[src/gvp_pkg.sv]
// Shared constants, types and register map of the gas valve proving sequencer
package gvp_pkg;

  // Register byte offsets on the AXI4-Lite slave
  localparam logic [7:0] REG_CTRL = 8'h00;
  localparam logic [7:0] REG_CMD = 8'h04;
  localparam logic [7:0] REG_EVAC = 8'h08;
  localparam logic [7:0] REG_ATM = 8'h0c;
  localparam logic [7:0] REG_FILL = 8'h10;
  localparam logic [7:0] REG_GASP = 8'h14;
  localparam logic [7:0] REG_STATUS = 8'h18;
  localparam logic [7:0] REG_IRQ = 8'h1c;
  localparam logic [7:0] REG_MASK = 8'h20;

  // Control register fields
  localparam int CTRL_MODE_LSB = 0;
  localparam int CTRL_GAS_BIT = 2;
  // Command register fields (write-one pulses)
  localparam int CMD_MRST_BIT = 0;

  // Status register fields
  localparam int STAT_STATE_LSB = 0;
  localparam int STAT_MODE_LSB = 3;
  localparam int STAT_LOCK_BIT = 5;
  localparam int STAT_FORCE_BIT = 6;
  localparam int STAT_PASS_BIT = 7;
  localparam int STAT_ERR_LSB = 16;

  // Interrupt status and mask bits
  localparam int IRQ_W = 6;
  localparam int IRQ_DONE = 0;
  localparam int IRQ_LEAKG = 1;
  localparam int IRQ_LEAKB = 2;
  localparam int IRQ_INVAL = 3;
  localparam int IRQ_SUPPLY = 4;
  localparam int IRQ_ABORT = 5;

  // Error codes reported in the status register
  localparam logic [15:0] ERR_NONE = 16'h0000;
  localparam logic [15:0] ERR_SUPPLY = 16'h03fc;
  localparam logic [15:0] ERR_LEAK_GAS = 16'h03fe;
  localparam logic [15:0] ERR_LEAK_BURNER = 16'h03ff;
  localparam logic [15:0] ERR_INVALID = 16'h0400;

  // Startup sequence phase that hosts the startup test
  localparam logic [7:0] PHASE_PROVING = 8'h1e;

  // Step time base
  localparam int TIME_W = 16;
  localparam int CLK_PERIOD_NS = 50;
  localparam int STEP_UNIT_NS = 1000000;
  localparam int CYC_PER_MS = STEP_UNIT_NS / CLK_PERIOD_NS;
  localparam logic [TIME_W-1:0] STEP_TIME_RST = 16'h03e8;

  // AXI responses
  localparam logic [1:0] RESP_OKAY = 2'b00;
  localparam logic [1:0] RESP_SLVERR = 2'b10;

  // Test mode encoding
  typedef enum logic [1:0] {
    MODE_OFF = 2'h0,
    MODE_STARTUP = 2'h1,
    MODE_SHUTDOWN = 2'h2,
    MODE_BOTH = 2'h3
  } gvp_mode_t;

  // Sequencer states
  typedef enum logic [2:0] {
    ST_IDLE,
    ST_EVAC,
    ST_ATM,
    ST_FILL,
    ST_GASP,
    ST_LOCK
  } gvp_state_t;

  // Contact inputs, 1 = contact closed
  typedef struct packed {
    logic provingClosed;
    logic safetyClosed;
    logic gasStartClosed;
  } gvp_pins_t;

  localparam gvp_pins_t PINS_RST = 3'h0;

endpackage

[src/gvp_sequencer.sv]
// Gas valve proving sequencer with AXI4-Lite registers and interrupt
`timescale 1ns/1ps
module gvp_sequencer
  import gvp_pkg::*;
#(
  parameter int CYC_PER_STEP_MS = CYC_PER_MS
) (
  input wire logic clk,
  input wire logic nrst,
  input wire logic [7:0] awaddr,
  input wire logic awvalid,
  output logic awready,
  input wire logic [31:0] wdata,
  input wire logic [3:0] wstrb,
  input wire logic wvalid,
  output logic wready,
  output logic [1:0] bresp,
  output logic bvalid,
  input wire logic bready,
  input wire logic [7:0] araddr,
  input wire logic arvalid,
  output logic arready,
  output logic [31:0] rdata,
  output logic [1:0] rresp,
  output logic rvalid,
  input wire logic rready,
  input wire gvp_pins_t pinsIn,
  input wire logic [7:0] seqPhase,
  input wire logic shutdownReq,
  input wire logic nvLockoutIn,
  output logic burnerValve,
  output logic mainsValve,
  output logic ignitionBlock,
  output logic testBusy,
  output logic testPassed,
  output logic lockout,
  output logic irq
);

  localparam int PRE_W = $clog2(CYC_PER_STEP_MS + 1);

  // Expand byte strobes to a bit mask
  function automatic logic [31:0] strbMask(input logic [3:0] s);
    strbMask = {{8{s[3]}}, {8{s[2]}}, {8{s[1]}}, {8{s[0]}}};
  endfunction

  // Merge new write data into an old word under byte strobes
  function automatic logic [31:0] mergeWord(input logic [31:0] old, input logic [31:0] nw,
                                            input logic [3:0] s);
    mergeWord = (nw & strbMask(s)) | (old & ~strbMask(s));
  endfunction

  // Synchronised contact inputs
  gvp_pins_t pins;
  gvp_sync #(.WIDTH(3), .RST_VAL(PINS_RST)) uSync (
    .clk(clk),
    .nrst(nrst),
    .din(pinsIn),
    .dout(pins)
  );

  // Software visible state
  gvp_mode_t pendingMode; // Mode as last written
  gvp_mode_t activeMode; // Mode in force
  logic gasFiring; // Burner fires on gas
  logic [TIME_W-1:0] evacTime; // Evacuation time, ms
  logic [TIME_W-1:0] atmTime; // Atmospheric hold time, ms
  logic [TIME_W-1:0] fillTime; // Filling time, ms
  logic [TIME_W-1:0] gaspTime; // Gas pressure hold time, ms
  logic [IRQ_W-1:0] irqStatus; // Sticky event bits
  logic [IRQ_W-1:0] irqMask; // Interrupt enables
  logic [15:0] errCode; // Last error code
  logic forceTest; // Next startup must test
  logic started; // First cycle after reset done

  // Sequencer state
  gvp_state_t state;
  gvp_state_t next_state;
  logic [PRE_W-1:0] preCnt; // Cycles within one ms
  logic [TIME_W-1:0] stepMs; // Elapsed ms in this step
  logic [7:0] prevPhase; // Phase one cycle ago

  // Bus capture
  logic [7:0] awAddrQ; // Held write address
  logic [31:0] wDataQ; // Held write data
  logic [3:0] wStrbQ; // Held write strobes

  // Write decode
  logic doWrite; // Address and data both held
  logic [31:0] oldWord; // Current word at write address
  logic [31:0] newWord; // Word after byte merge
  logic wrMapped; // Write hits a register
  logic wrCtrl;
  logic wrCmd;
  logic wrEvac;
  logic wrAtm;
  logic wrFill;
  logic wrGasp;
  logic wrIrq;
  logic wrMask;
  logic manualReset; // Unlock and adopt mode

  // Read decode
  logic rdTake; // Read address taken
  logic [31:0] rdWord; // Word at read address
  logic rdMapped; // Read hits a register
  logic [31:0] statusWord; // Status register view

  // Sequencer decode
  logic pressurePresent; // Test space above switch point
  logic msTick; // One ms elapsed
  logic [TIME_W-1:0] stepLimit; // Time for current step
  logic stepDone; // Current step time over
  logic running; // In one of the four steps
  logic startupHit; // Entered startup proving phase
  logic reqHit; // A test request arrived
  logic runTest; // Request leads to a full test
  logic abortCond; // Supervised inputs opened, gas firing off or manual reset
  logic supplyLost; // Minimum gas missing
  logic leakBurner;
  logic leakGas;
  logic invalidSig;
  logic prevented; // Request refused for missing gas
  logic skipPass; // Request passes without test
  logic fullPass; // Gas hold finished clean
  logic aborted; // Running test abandoned
  logic [IRQ_W-1:0] irqSet; // Events of this cycle
  logic [IRQ_W-1:0] irqClr; // Software clears
  logic [IRQ_W-1:0] next_irqStatus;

  // Address helpers
  function automatic logic isMapped(input logic [7:0] a);
    isMapped = (a == REG_CTRL) || (a == REG_CMD) || (a == REG_EVAC) || (a == REG_ATM) ||
               (a == REG_FILL) || (a == REG_GASP) || (a == REG_STATUS) ||
               (a == REG_IRQ) || (a == REG_MASK);
  endfunction

  // Read view of a register
  function automatic logic [31:0] regWord(input logic [7:0] a, input logic [31:0] st);
    logic [31:0] w;
    w = 32'h0000_0000;
    unique case (a)
      REG_CTRL: begin
        w[CTRL_MODE_LSB +: 2] = pendingMode;
        w[CTRL_GAS_BIT] = gasFiring;
      end
      REG_EVAC: w[TIME_W-1:0] = evacTime;
      REG_ATM: w[TIME_W-1:0] = atmTime;
      REG_FILL: w[TIME_W-1:0] = fillTime;
      REG_GASP: w[TIME_W-1:0] = gaspTime;
      REG_STATUS: w = st;
      REG_IRQ: w[IRQ_W-1:0] = irqStatus;
      REG_MASK: w[IRQ_W-1:0] = irqMask;
      default: w = 32'h0000_0000;
    endcase
    regWord = w;
  endfunction

  // Status word
  always_comb begin
    statusWord = 32'h0000_0000;
    statusWord[STAT_STATE_LSB +: 3] = state;
    statusWord[STAT_MODE_LSB +: 2] = activeMode;
    statusWord[STAT_LOCK_BIT] = lockout;
    statusWord[STAT_FORCE_BIT] = forceTest;
    statusWord[STAT_PASS_BIT] = testPassed;
    statusWord[STAT_ERR_LSB +: 16] = errCode;
  end

  // Write path decode
  assign doWrite = !awready && !wready && !bvalid;
  always_comb oldWord = regWord(awAddrQ, statusWord); // Re-evaluates on any register change
  assign newWord = mergeWord(oldWord, wDataQ, wStrbQ);
  assign wrMapped = isMapped(awAddrQ);
  assign wrCtrl = doWrite && (awAddrQ == REG_CTRL);
  assign wrCmd = doWrite && (awAddrQ == REG_CMD);
  assign wrEvac = doWrite && (awAddrQ == REG_EVAC);
  assign wrAtm = doWrite && (awAddrQ == REG_ATM);
  assign wrFill = doWrite && (awAddrQ == REG_FILL);
  assign wrGasp = doWrite && (awAddrQ == REG_GASP);
  assign wrIrq = doWrite && (awAddrQ == REG_IRQ);
  assign wrMask = doWrite && (awAddrQ == REG_MASK);
  assign manualReset = wrCmd && wDataQ[CMD_MRST_BIT] && wStrbQ[0];
  assign irqClr = wrIrq ? (wDataQ[IRQ_W-1:0] & {IRQ_W{wStrbQ[0]}}) : '0; // Event bits in byte 0

  // Read path decode
  assign rdTake = arvalid && arready;
  always_comb rdWord = regWord(araddr, statusWord); // Re-evaluates on any register change
  assign rdMapped = isMapped(araddr);

  // Write address and data capture, either order
  always_ff @(posedge clk or negedge nrst) begin
    if (!nrst) begin
      awready <= 1'b1;
      wready <= 1'b1;
      awAddrQ <= 8'h00;
      wDataQ <= 32'h0000_0000;
      wStrbQ <= 4'h0;
    end else begin
      if (awvalid && awready) begin
        awready <= 1'b0;
        awAddrQ <= awaddr;
      end else if (doWrite) begin
        awready <= 1'b1;
      end
      if (wvalid && wready) begin
        wready <= 1'b0;
        wDataQ <= wdata;
        wStrbQ <= wstrb;
      end else if (doWrite) begin
        wready <= 1'b1;
      end
    end
  end

  // Write response
  always_ff @(posedge clk or negedge nrst) begin
    if (!nrst) begin
      bvalid <= 1'b0;
      bresp <= RESP_OKAY;
    end else if (doWrite) begin
      bvalid <= 1'b1;
      bresp <= wrMapped ? RESP_OKAY : RESP_SLVERR;
    end else if (bready) begin
      bvalid <= 1'b0;
    end
  end

  // Read channel, one word per address
  always_ff @(posedge clk or negedge nrst) begin
    if (!nrst) begin
      arready <= 1'b1;
      rvalid <= 1'b0;
      rdata <= 32'h0000_0000;
      rresp <= RESP_OKAY;
    end else if (rdTake) begin
      arready <= 1'b0;
      rvalid <= 1'b1;
      rdata <= rdWord;
      rresp <= rdMapped ? RESP_OKAY : RESP_SLVERR;
    end else if (rvalid && rready) begin
      rvalid <= 1'b0;
      arready <= 1'b1;
    end
  end

  // Configuration registers; mode waits for manual reset
  always_ff @(posedge clk or negedge nrst) begin
    if (!nrst) begin
      pendingMode <= MODE_OFF;
      activeMode <= MODE_OFF;
      gasFiring <= 1'b0;
      evacTime <= STEP_TIME_RST;
      atmTime <= STEP_TIME_RST;
      fillTime <= STEP_TIME_RST;
      gaspTime <= STEP_TIME_RST;
      irqMask <= '0;
    end else begin
      if (wrCtrl) begin
        pendingMode <= gvp_mode_t'(newWord[CTRL_MODE_LSB +: 2]);
        gasFiring <= newWord[CTRL_GAS_BIT];
      end
      if (manualReset) begin
        activeMode <= pendingMode;
      end
      if (wrEvac) evacTime <= newWord[TIME_W-1:0];
      if (wrAtm) atmTime <= newWord[TIME_W-1:0];
      if (wrFill) fillTime <= newWord[TIME_W-1:0];
      if (wrGasp) gaspTime <= newWord[TIME_W-1:0];
      if (wrMask) irqMask <= newWord[IRQ_W-1:0];
    end
  end

  // Sequencer decode
  assign pressurePresent = !pins.provingClosed;
  assign msTick = (preCnt == PRE_W'(CYC_PER_STEP_MS - 1));
  assign stepLimit = (state == ST_EVAC) ? evacTime :
                     (state == ST_ATM) ? atmTime :
                     (state == ST_FILL) ? fillTime : gaspTime;
  assign stepDone = (stepMs >= stepLimit);
  assign running = (state == ST_EVAC) || (state == ST_ATM) || (state == ST_FILL) ||
                   (state == ST_GASP);
  assign startupHit = (seqPhase == PHASE_PROVING) && (prevPhase != PHASE_PROVING);
  assign reqHit = (state == ST_IDLE) && !lockout && started && (startupHit || shutdownReq);
  assign supplyLost = !pins.gasStartClosed;
  // Only on gas with the test enabled; forced test also on startup
  assign runTest = gasFiring && (activeMode != MODE_OFF) &&
                   ((startupHit && (activeMode[0] || forceTest)) ||
                    (shutdownReq && activeMode[1]));
  assign prevented = reqHit && runTest && supplyLost;
  assign skipPass = reqHit && !runTest;
  assign abortCond = !pins.safetyClosed || supplyLost || !gasFiring || manualReset;
  assign aborted = running && abortCond;
  assign leakBurner = (state == ST_ATM) && !abortCond && pressurePresent;
  assign invalidSig = (state == ST_FILL) && !abortCond && stepDone && !pressurePresent;
  assign leakGas = (state == ST_GASP) && !abortCond && !pressurePresent;
  assign fullPass = (state == ST_GASP) && !abortCond && !leakGas && stepDone;

  // Next state: steps strictly in order
  always_comb begin
    next_state = state;
    unique case (state)
      ST_IDLE: begin
        if (lockout) next_state = ST_LOCK;
        else if (reqHit && runTest && !supplyLost && pins.safetyClosed) next_state = ST_EVAC;
      end
      ST_EVAC: begin
        if (abortCond) next_state = ST_IDLE;
        else if (stepDone) next_state = ST_ATM;
      end
      ST_ATM: begin
        if (abortCond) next_state = ST_IDLE;
        else if (leakBurner) next_state = ST_LOCK;
        else if (stepDone) next_state = ST_FILL;
      end
      ST_FILL: begin
        if (abortCond) next_state = ST_IDLE;
        else if (invalidSig) next_state = ST_LOCK;
        else if (stepDone) next_state = ST_GASP;
      end
      ST_GASP: begin
        if (abortCond) next_state = ST_IDLE;
        else if (leakGas) next_state = ST_LOCK;
        else if (stepDone) next_state = ST_IDLE;
      end
      ST_LOCK: begin
        if (manualReset) next_state = ST_IDLE;
      end
      default: next_state = ST_LOCK;
    endcase
  end

  // State and step timer, restarted on every step change
  always_ff @(posedge clk or negedge nrst) begin
    if (!nrst) begin
      state <= ST_IDLE;
      preCnt <= '0;
      stepMs <= '0;
      prevPhase <= 8'h00;
    end else begin
      state <= next_state;
      prevPhase <= seqPhase;
      if (next_state != state) begin
        preCnt <= '0;
        stepMs <= '0;
      end else if (msTick) begin
        preCnt <= '0;
        stepMs <= stepDone ? stepMs : stepMs + 1'b1;
      end else begin
        preCnt <= preCnt + 1'b1;
      end
    end
  end

  // Lockout, error code and forced-test memory
  always_ff @(posedge clk or negedge nrst) begin
    if (!nrst) begin
      started <= 1'b0;
      lockout <= 1'b0;
      errCode <= ERR_NONE;
      forceTest <= 1'b1;
      testPassed <= 1'b0;
    end else begin
      started <= 1'b1;
      if (!started) lockout <= nvLockoutIn;
      else if (leakBurner || leakGas || invalidSig) lockout <= 1'b1;
      else if (manualReset) lockout <= 1'b0;
      if (leakGas) errCode <= ERR_LEAK_GAS;
      else if (leakBurner) errCode <= ERR_LEAK_BURNER;
      else if (invalidSig) errCode <= ERR_INVALID;
      else if (prevented || (aborted && supplyLost)) errCode <= ERR_SUPPLY;
      else if (manualReset) errCode <= ERR_NONE;
      if (manualReset || aborted || prevented) forceTest <= 1'b1;
      else if (fullPass && startupHit == 1'b0) forceTest <= 1'b0;
      if (fullPass || skipPass) testPassed <= 1'b1;
      else if (reqHit || aborted || lockout) testPassed <= 1'b0;
    end
  end

  // Sticky events, set wins over a clear
  assign irqSet[IRQ_DONE] = fullPass;
  assign irqSet[IRQ_LEAKG] = leakGas;
  assign irqSet[IRQ_LEAKB] = leakBurner;
  assign irqSet[IRQ_INVAL] = invalidSig;
  assign irqSet[IRQ_SUPPLY] = prevented || (aborted && supplyLost);
  assign irqSet[IRQ_ABORT] = aborted;
  assign next_irqStatus = (irqStatus & ~irqClr) | irqSet;

  // Interrupt status and output
  always_ff @(posedge clk or negedge nrst) begin
    if (!nrst) begin
      irqStatus <= '0;
      irq <= 1'b0;
    end else begin
      irqStatus <= next_irqStatus;
      irq <= |(next_irqStatus & irqMask);
    end
  end

  // Valve and block outputs, only the tested valve opens
  always_ff @(posedge clk or negedge nrst) begin
    if (!nrst) begin
      burnerValve <= 1'b0;
      mainsValve <= 1'b0;
      ignitionBlock <= 1'b0;
      testBusy <= 1'b0;
    end else begin
      burnerValve <= (next_state == ST_EVAC);
      mainsValve <= (next_state == ST_FILL);
      ignitionBlock <= (next_state != ST_IDLE) || (!started && nvLockoutIn);
      testBusy <= (next_state == ST_EVAC) || (next_state == ST_ATM) ||
                  (next_state == ST_FILL) || (next_state == ST_GASP);
    end
  end

endmodule

[src/gvp_sync.sv]
// Three-stage input synchroniser with agreement filter
`timescale 1ns/1ps
module gvp_sync
  import gvp_pkg::*;
#(
  parameter int WIDTH = 3,
  parameter logic [WIDTH-1:0] RST_VAL = '0
) (
  input wire logic clk,
  input wire logic nrst,
  input wire logic [WIDTH-1:0] din,
  output logic [WIDTH-1:0] dout
);

  logic [WIDTH-1:0] s1; // First stage, read only by s2
  logic [WIDTH-1:0] s2; // Second stage
  logic [WIDTH-1:0] s3; // Third stage
  logic [WIDTH-1:0] agree; // Bits where stage two and three match

  assign agree = ~(s2 ^ s3);

  // Shift chain and filtered output
  always_ff @(posedge clk or negedge nrst) begin
    if (!nrst) begin
      s1 <= RST_VAL;
      s2 <= RST_VAL;
      s3 <= RST_VAL;
      dout <= RST_VAL;
    end else begin
      s1 <= din;
      s2 <= s1;
      s3 <= s2;
      dout <= (s2 & agree) | (dout & ~agree);
    end
  end

endmodule

[config.mk]
export PLATFORM = sky130hd
export DESIGN_NAME = gvp_sequencer
export DESIGN_NICKNAME = d
export VERILOG_FILES = /design/src/gvp_pkg.sv /design/src/gvp_sequencer.sv /design/src/gvp_sync.sv
export SDC_FILE = /design/constraint.sdc
export NUM_CORES = 1
export LEC_CHECK = 0
export ABC_AREA = 1
export BUFFER_PORTS_ARGS = -buffer_cell sky130_fd_sc_hd__buf_4
export CORE_MARGIN = 1
export CORE_UTILIZATION = 32
export CTS_BUF_LIST = sky130_fd_sc_hd__clkbuf_2
export DETAILED_ROUTE_END_ITERATION = 8
export GPL_TIMING_DRIVEN = 0
export HOLD_SLACK_MARGIN = 0.05
export PLACE_DENSITY = 0.5
export SLEW_MARGIN = 20
export SYNTH_ARGS = -nofsm -noshare
export SYNTH_HDL_FRONTEND = slang
export SYNTH_SLANG_ARGS = --single-unit
[constraint.sdc]
create_clock -name clk -period 8.8 [get_ports clk]
set_input_delay 1.76 -clock clk [delete_from_list [all_inputs] [get_ports clk]]
set_output_delay 1.76 -clock clk [all_outputs]
set_load 0.02 [all_outputs]
==> impl_metrics.toml <==
[synth]
synthFlopType = "dfrtp_1"
yosysTopAreaCell = "dfrtp_1"
synth_top_cells_by_area = "dfrtp_1 40%, nand2_1 11%, dfstp_2 6.8%"
synth_edf_count = 0
synth-async-reset-ratio_pct = 100
yosysMostFrequentCell = "nand2_1"
synth_top_area_share_pct = 39.8
ys_ff_latch = 201
ys_seq_area_share_pct = 46.6
syn_area_per_cell_um2 = 8.37
synth-warning-count = 0
synthTopCellsByCount = "313 x nand2_1, 173 x dfrtp_1, 158 x inv_1"
synthesis.instances = 1300
synth_cell_types = 54
syn_area_um2 = 10900

[place]
dp.final_hpwl_um = 25200
place.gp.congestion = 0.894
io_buffers = 94
placed_area_um2 = 12200

[timing]
fin_skew_ps = 95.9
fin_crit_ps = 4740
max-slew-margin-rel_pct = 30.5
tightest_slew_ps = 1040
setup_tns_ps = 0
finalMaxSlewViolations = 0
fin_hold_ws_ps = 353
rsz0062_at_grt = "false"
finalCritPeriodShare_pct = 53.9
fmax_mhz = 211
setup_violations = 0
finalHoldViolations = 0

[clock_network]
hold_buffers = 0
insertion_delay_ps = 930
cts_setup_buffers = 0
root_buffer = "clkbuf_2"
cts.sinks = 201
cts_buffer_depth = 3
cts_resized = 0
cts_tree = "built"
htreeDepth = 2
clk_pin_slew_ps = 90
numCtsBuffers = 57

[routing]
drt-initial-drc-count = 843
drcViolationCount = 2
wl_per_cell_um = 17.9
drt-total-wl_um = 34900
vias = 9764
drtPass1Iterations = 7
ant_nets = 0
vias_per_cell = 4.99

[pwr]
power_density_nw_per_um2 = 238
ir_drop_uv = 151
p_leak_uw = 0.00578

[setup_path]
crit_fanout = 10
end_kind = "register"
cp.required_ps = 9540
slowest_stage = "dfrtp_1"
crit_type = "reg2reg"
cp_common_cell = "nor2_4"
critPathArrivalTime_ps = 5480
path_cells = "inv_2 > nand2_4 > nor2_4 > inv_1 > clkbuf_1 > o22ai_1 > o22ai_1 > ha_1 > a21oi_1 > o21ai_1 > nor2_1 > nand2_2 > nand2_4 > nand3_4 > nor2_4 > nand2_2 > and2_4 > nand3_4 > buf_12 > nor2_4"
cpPeakStageDelay_ps = 690
cp-start-kind = "register"

[final_layout]
final_area_um2 = 12700
nNetsFinal = 1551
final_core_util_pct = 38.1
drive_above_1_share_pct = 21.8
area_delta_synth_final_pct = 17.1

[global_route]
overflow = 0
grt_max_degree = 90
grt_usage_pct = 20.2
grt_first_pass_wirelength_um = 55100
antenna_found_initial = 1
grt_pass1_vias = 9633

[floorplan]
die_x_um = 186
num_rows = 67
start_util_pct = 32.5
dieArea_um2 = 34700
io_pins = 120
core_area_um2 = 33400
die_y_um = 186

[status]
status = "finished, violations left"
violations = "design-rule violations"

[min_path]
hold_class = "reg2reg"

[job]
cap_violations = 0
[sequential cells by signal, summed over array words and instances, names as in the netlist, 2 cells and up, named ones only]
name         cells
activeMode       2
preCnt          15
gaspTime        16
prevPhase        8
wStrbQ           2
irqMask          6
atmTime         16
errCode          4
uSync.s3         3
wDataQ          16
evacTime        16
uSync.s2         3
rdata           20
stepMs          16
state            3
awAddrQ          8
pendingMode      2
uSync.s1         3
irqStatus        6
fillTime        16
[area by class of cell]
type,instances,area (um2)
flip-flops and latches,201,5060
repair buffers,96,768
clock buffers,90,450
well taps,448,561
diodes,1,2.50
plain buffers,55,310
clock inverters,14,58.8
fillers,3545,20700
inverters,169,634
multi-input cells,881,4890
[worst max-delay path: cells and delay by family, from the launching register on]
family / cells / cell delay [ps]
compound gates: 4 / 770
fa+ha+maj: 1 / 340
buf+inv: 4 / 1130
flops: 1 / 690
simple gates: 11 / 1660
[stage by stage]
stage | setup slack, ps | total power (uW) | instances
finish | 4060 | 3040 | 1955
global route | 3840 | 3250 | 1955
CTS | 4090 | 3070 | 1954
detailed placement | 4170 | 2360 | 1850
global placement | 4250 | 2350 | 1848
floorplan | 5620 | 1970 | 1306
[report_power, final]
part | leakage, uW | internal [uW] | switching (uW)
combinational | 0.00283 | 366 | 760
sequential | 0.00255 | 1100 | 119
clock | 0.000404 | 271 | 426
total | 0.00578 | 1730 | 1300
[cell usage in the layout, fill, tap and decap left out, types with 3 or more instances in the layout]
master / count
o31ai_1: 3
nand2_2: 7
dfrtp_1: 173
a21oi_1: 33
clkbuf_1: 34
nand3_4: 3
a221oi_1: 11
nand4_1: 27
dfstp_2: 28
a31oi_1: 3
maj3_1: 3
nand3_1: 41
or2_2: 3
nor4_1: 4
nand2_4: 4
nor2_1: 73
clkbuf_2: 90
inv_2: 11
o2bb2ai_1: 3
nand2_1: 313
a22oi_1: 3
conb_1: 8
o22ai_1: 45
buf_4: 107
xor2_1: 13
ha_1: 18
xnor2_1: 5
o21ai_0: 143
nor2_4: 37
o41ai_1: 3
inv_1: 158
o221ai_1: 10
mux2i_1: 3
mux2_2: 18
buf_12: 3
nor3_1: 13
o2111ai_1: 9
clkinv_1: 12
nor2_2: 4
[routing by layer]
| metal | track usage [%] | wire length [um] | vias up | share of wire [%] |
|---|---|---|---|---|
| met3 | 4.10 | 2580 | 80 | 7.4 |
| li1 | - | - | 4663 | - |
| met1 | 27.7 | 15700 | 4582 | 45 |
| met5 | 0 | 0 | - | 0 |
| met4 | 8.07 | 1010 | 0 | 2.9 |
| met2 | 31.2 | 15600 | 439 | 45 |
[kinds of logic after synthesis]
| logic type | Yosys count | share of synthesized area (%) |
|---|---|---|
| other cells | 2 | 0.0690 |
| simple gates | 536 | 23.8 |
| xor+xnor | 18 | 1.45 |
| fa+ha+maj | 21 | 2.35 |
| compound gates | 277 | 15.0 |
| flops | 201 | 46.6 |
| mux | 21 | 2.14 |
| buf+inv | 224 | 8.68 |
[path summary, 6_finish.rpt]
kind | from | endpoint | slack, ps | cells after the start
max | state[2] | stepMs[1] | 4060 | 20
min | uSync.s1[1] | uSync.s2[1] | 350 | 0
max reg2reg | state[2] | stepMs[1] | 4060 | 20
min reg2reg | uSync.s1[1] | uSync.s2[1] | 350 | 0
max in group asynchronous | nrst | preCnt[8] | 7270 | 2
min in group asynchronous | nrst | evacTime[0] | 720 | 1
No activity file was read; power rests on OpenSTA's default activity.
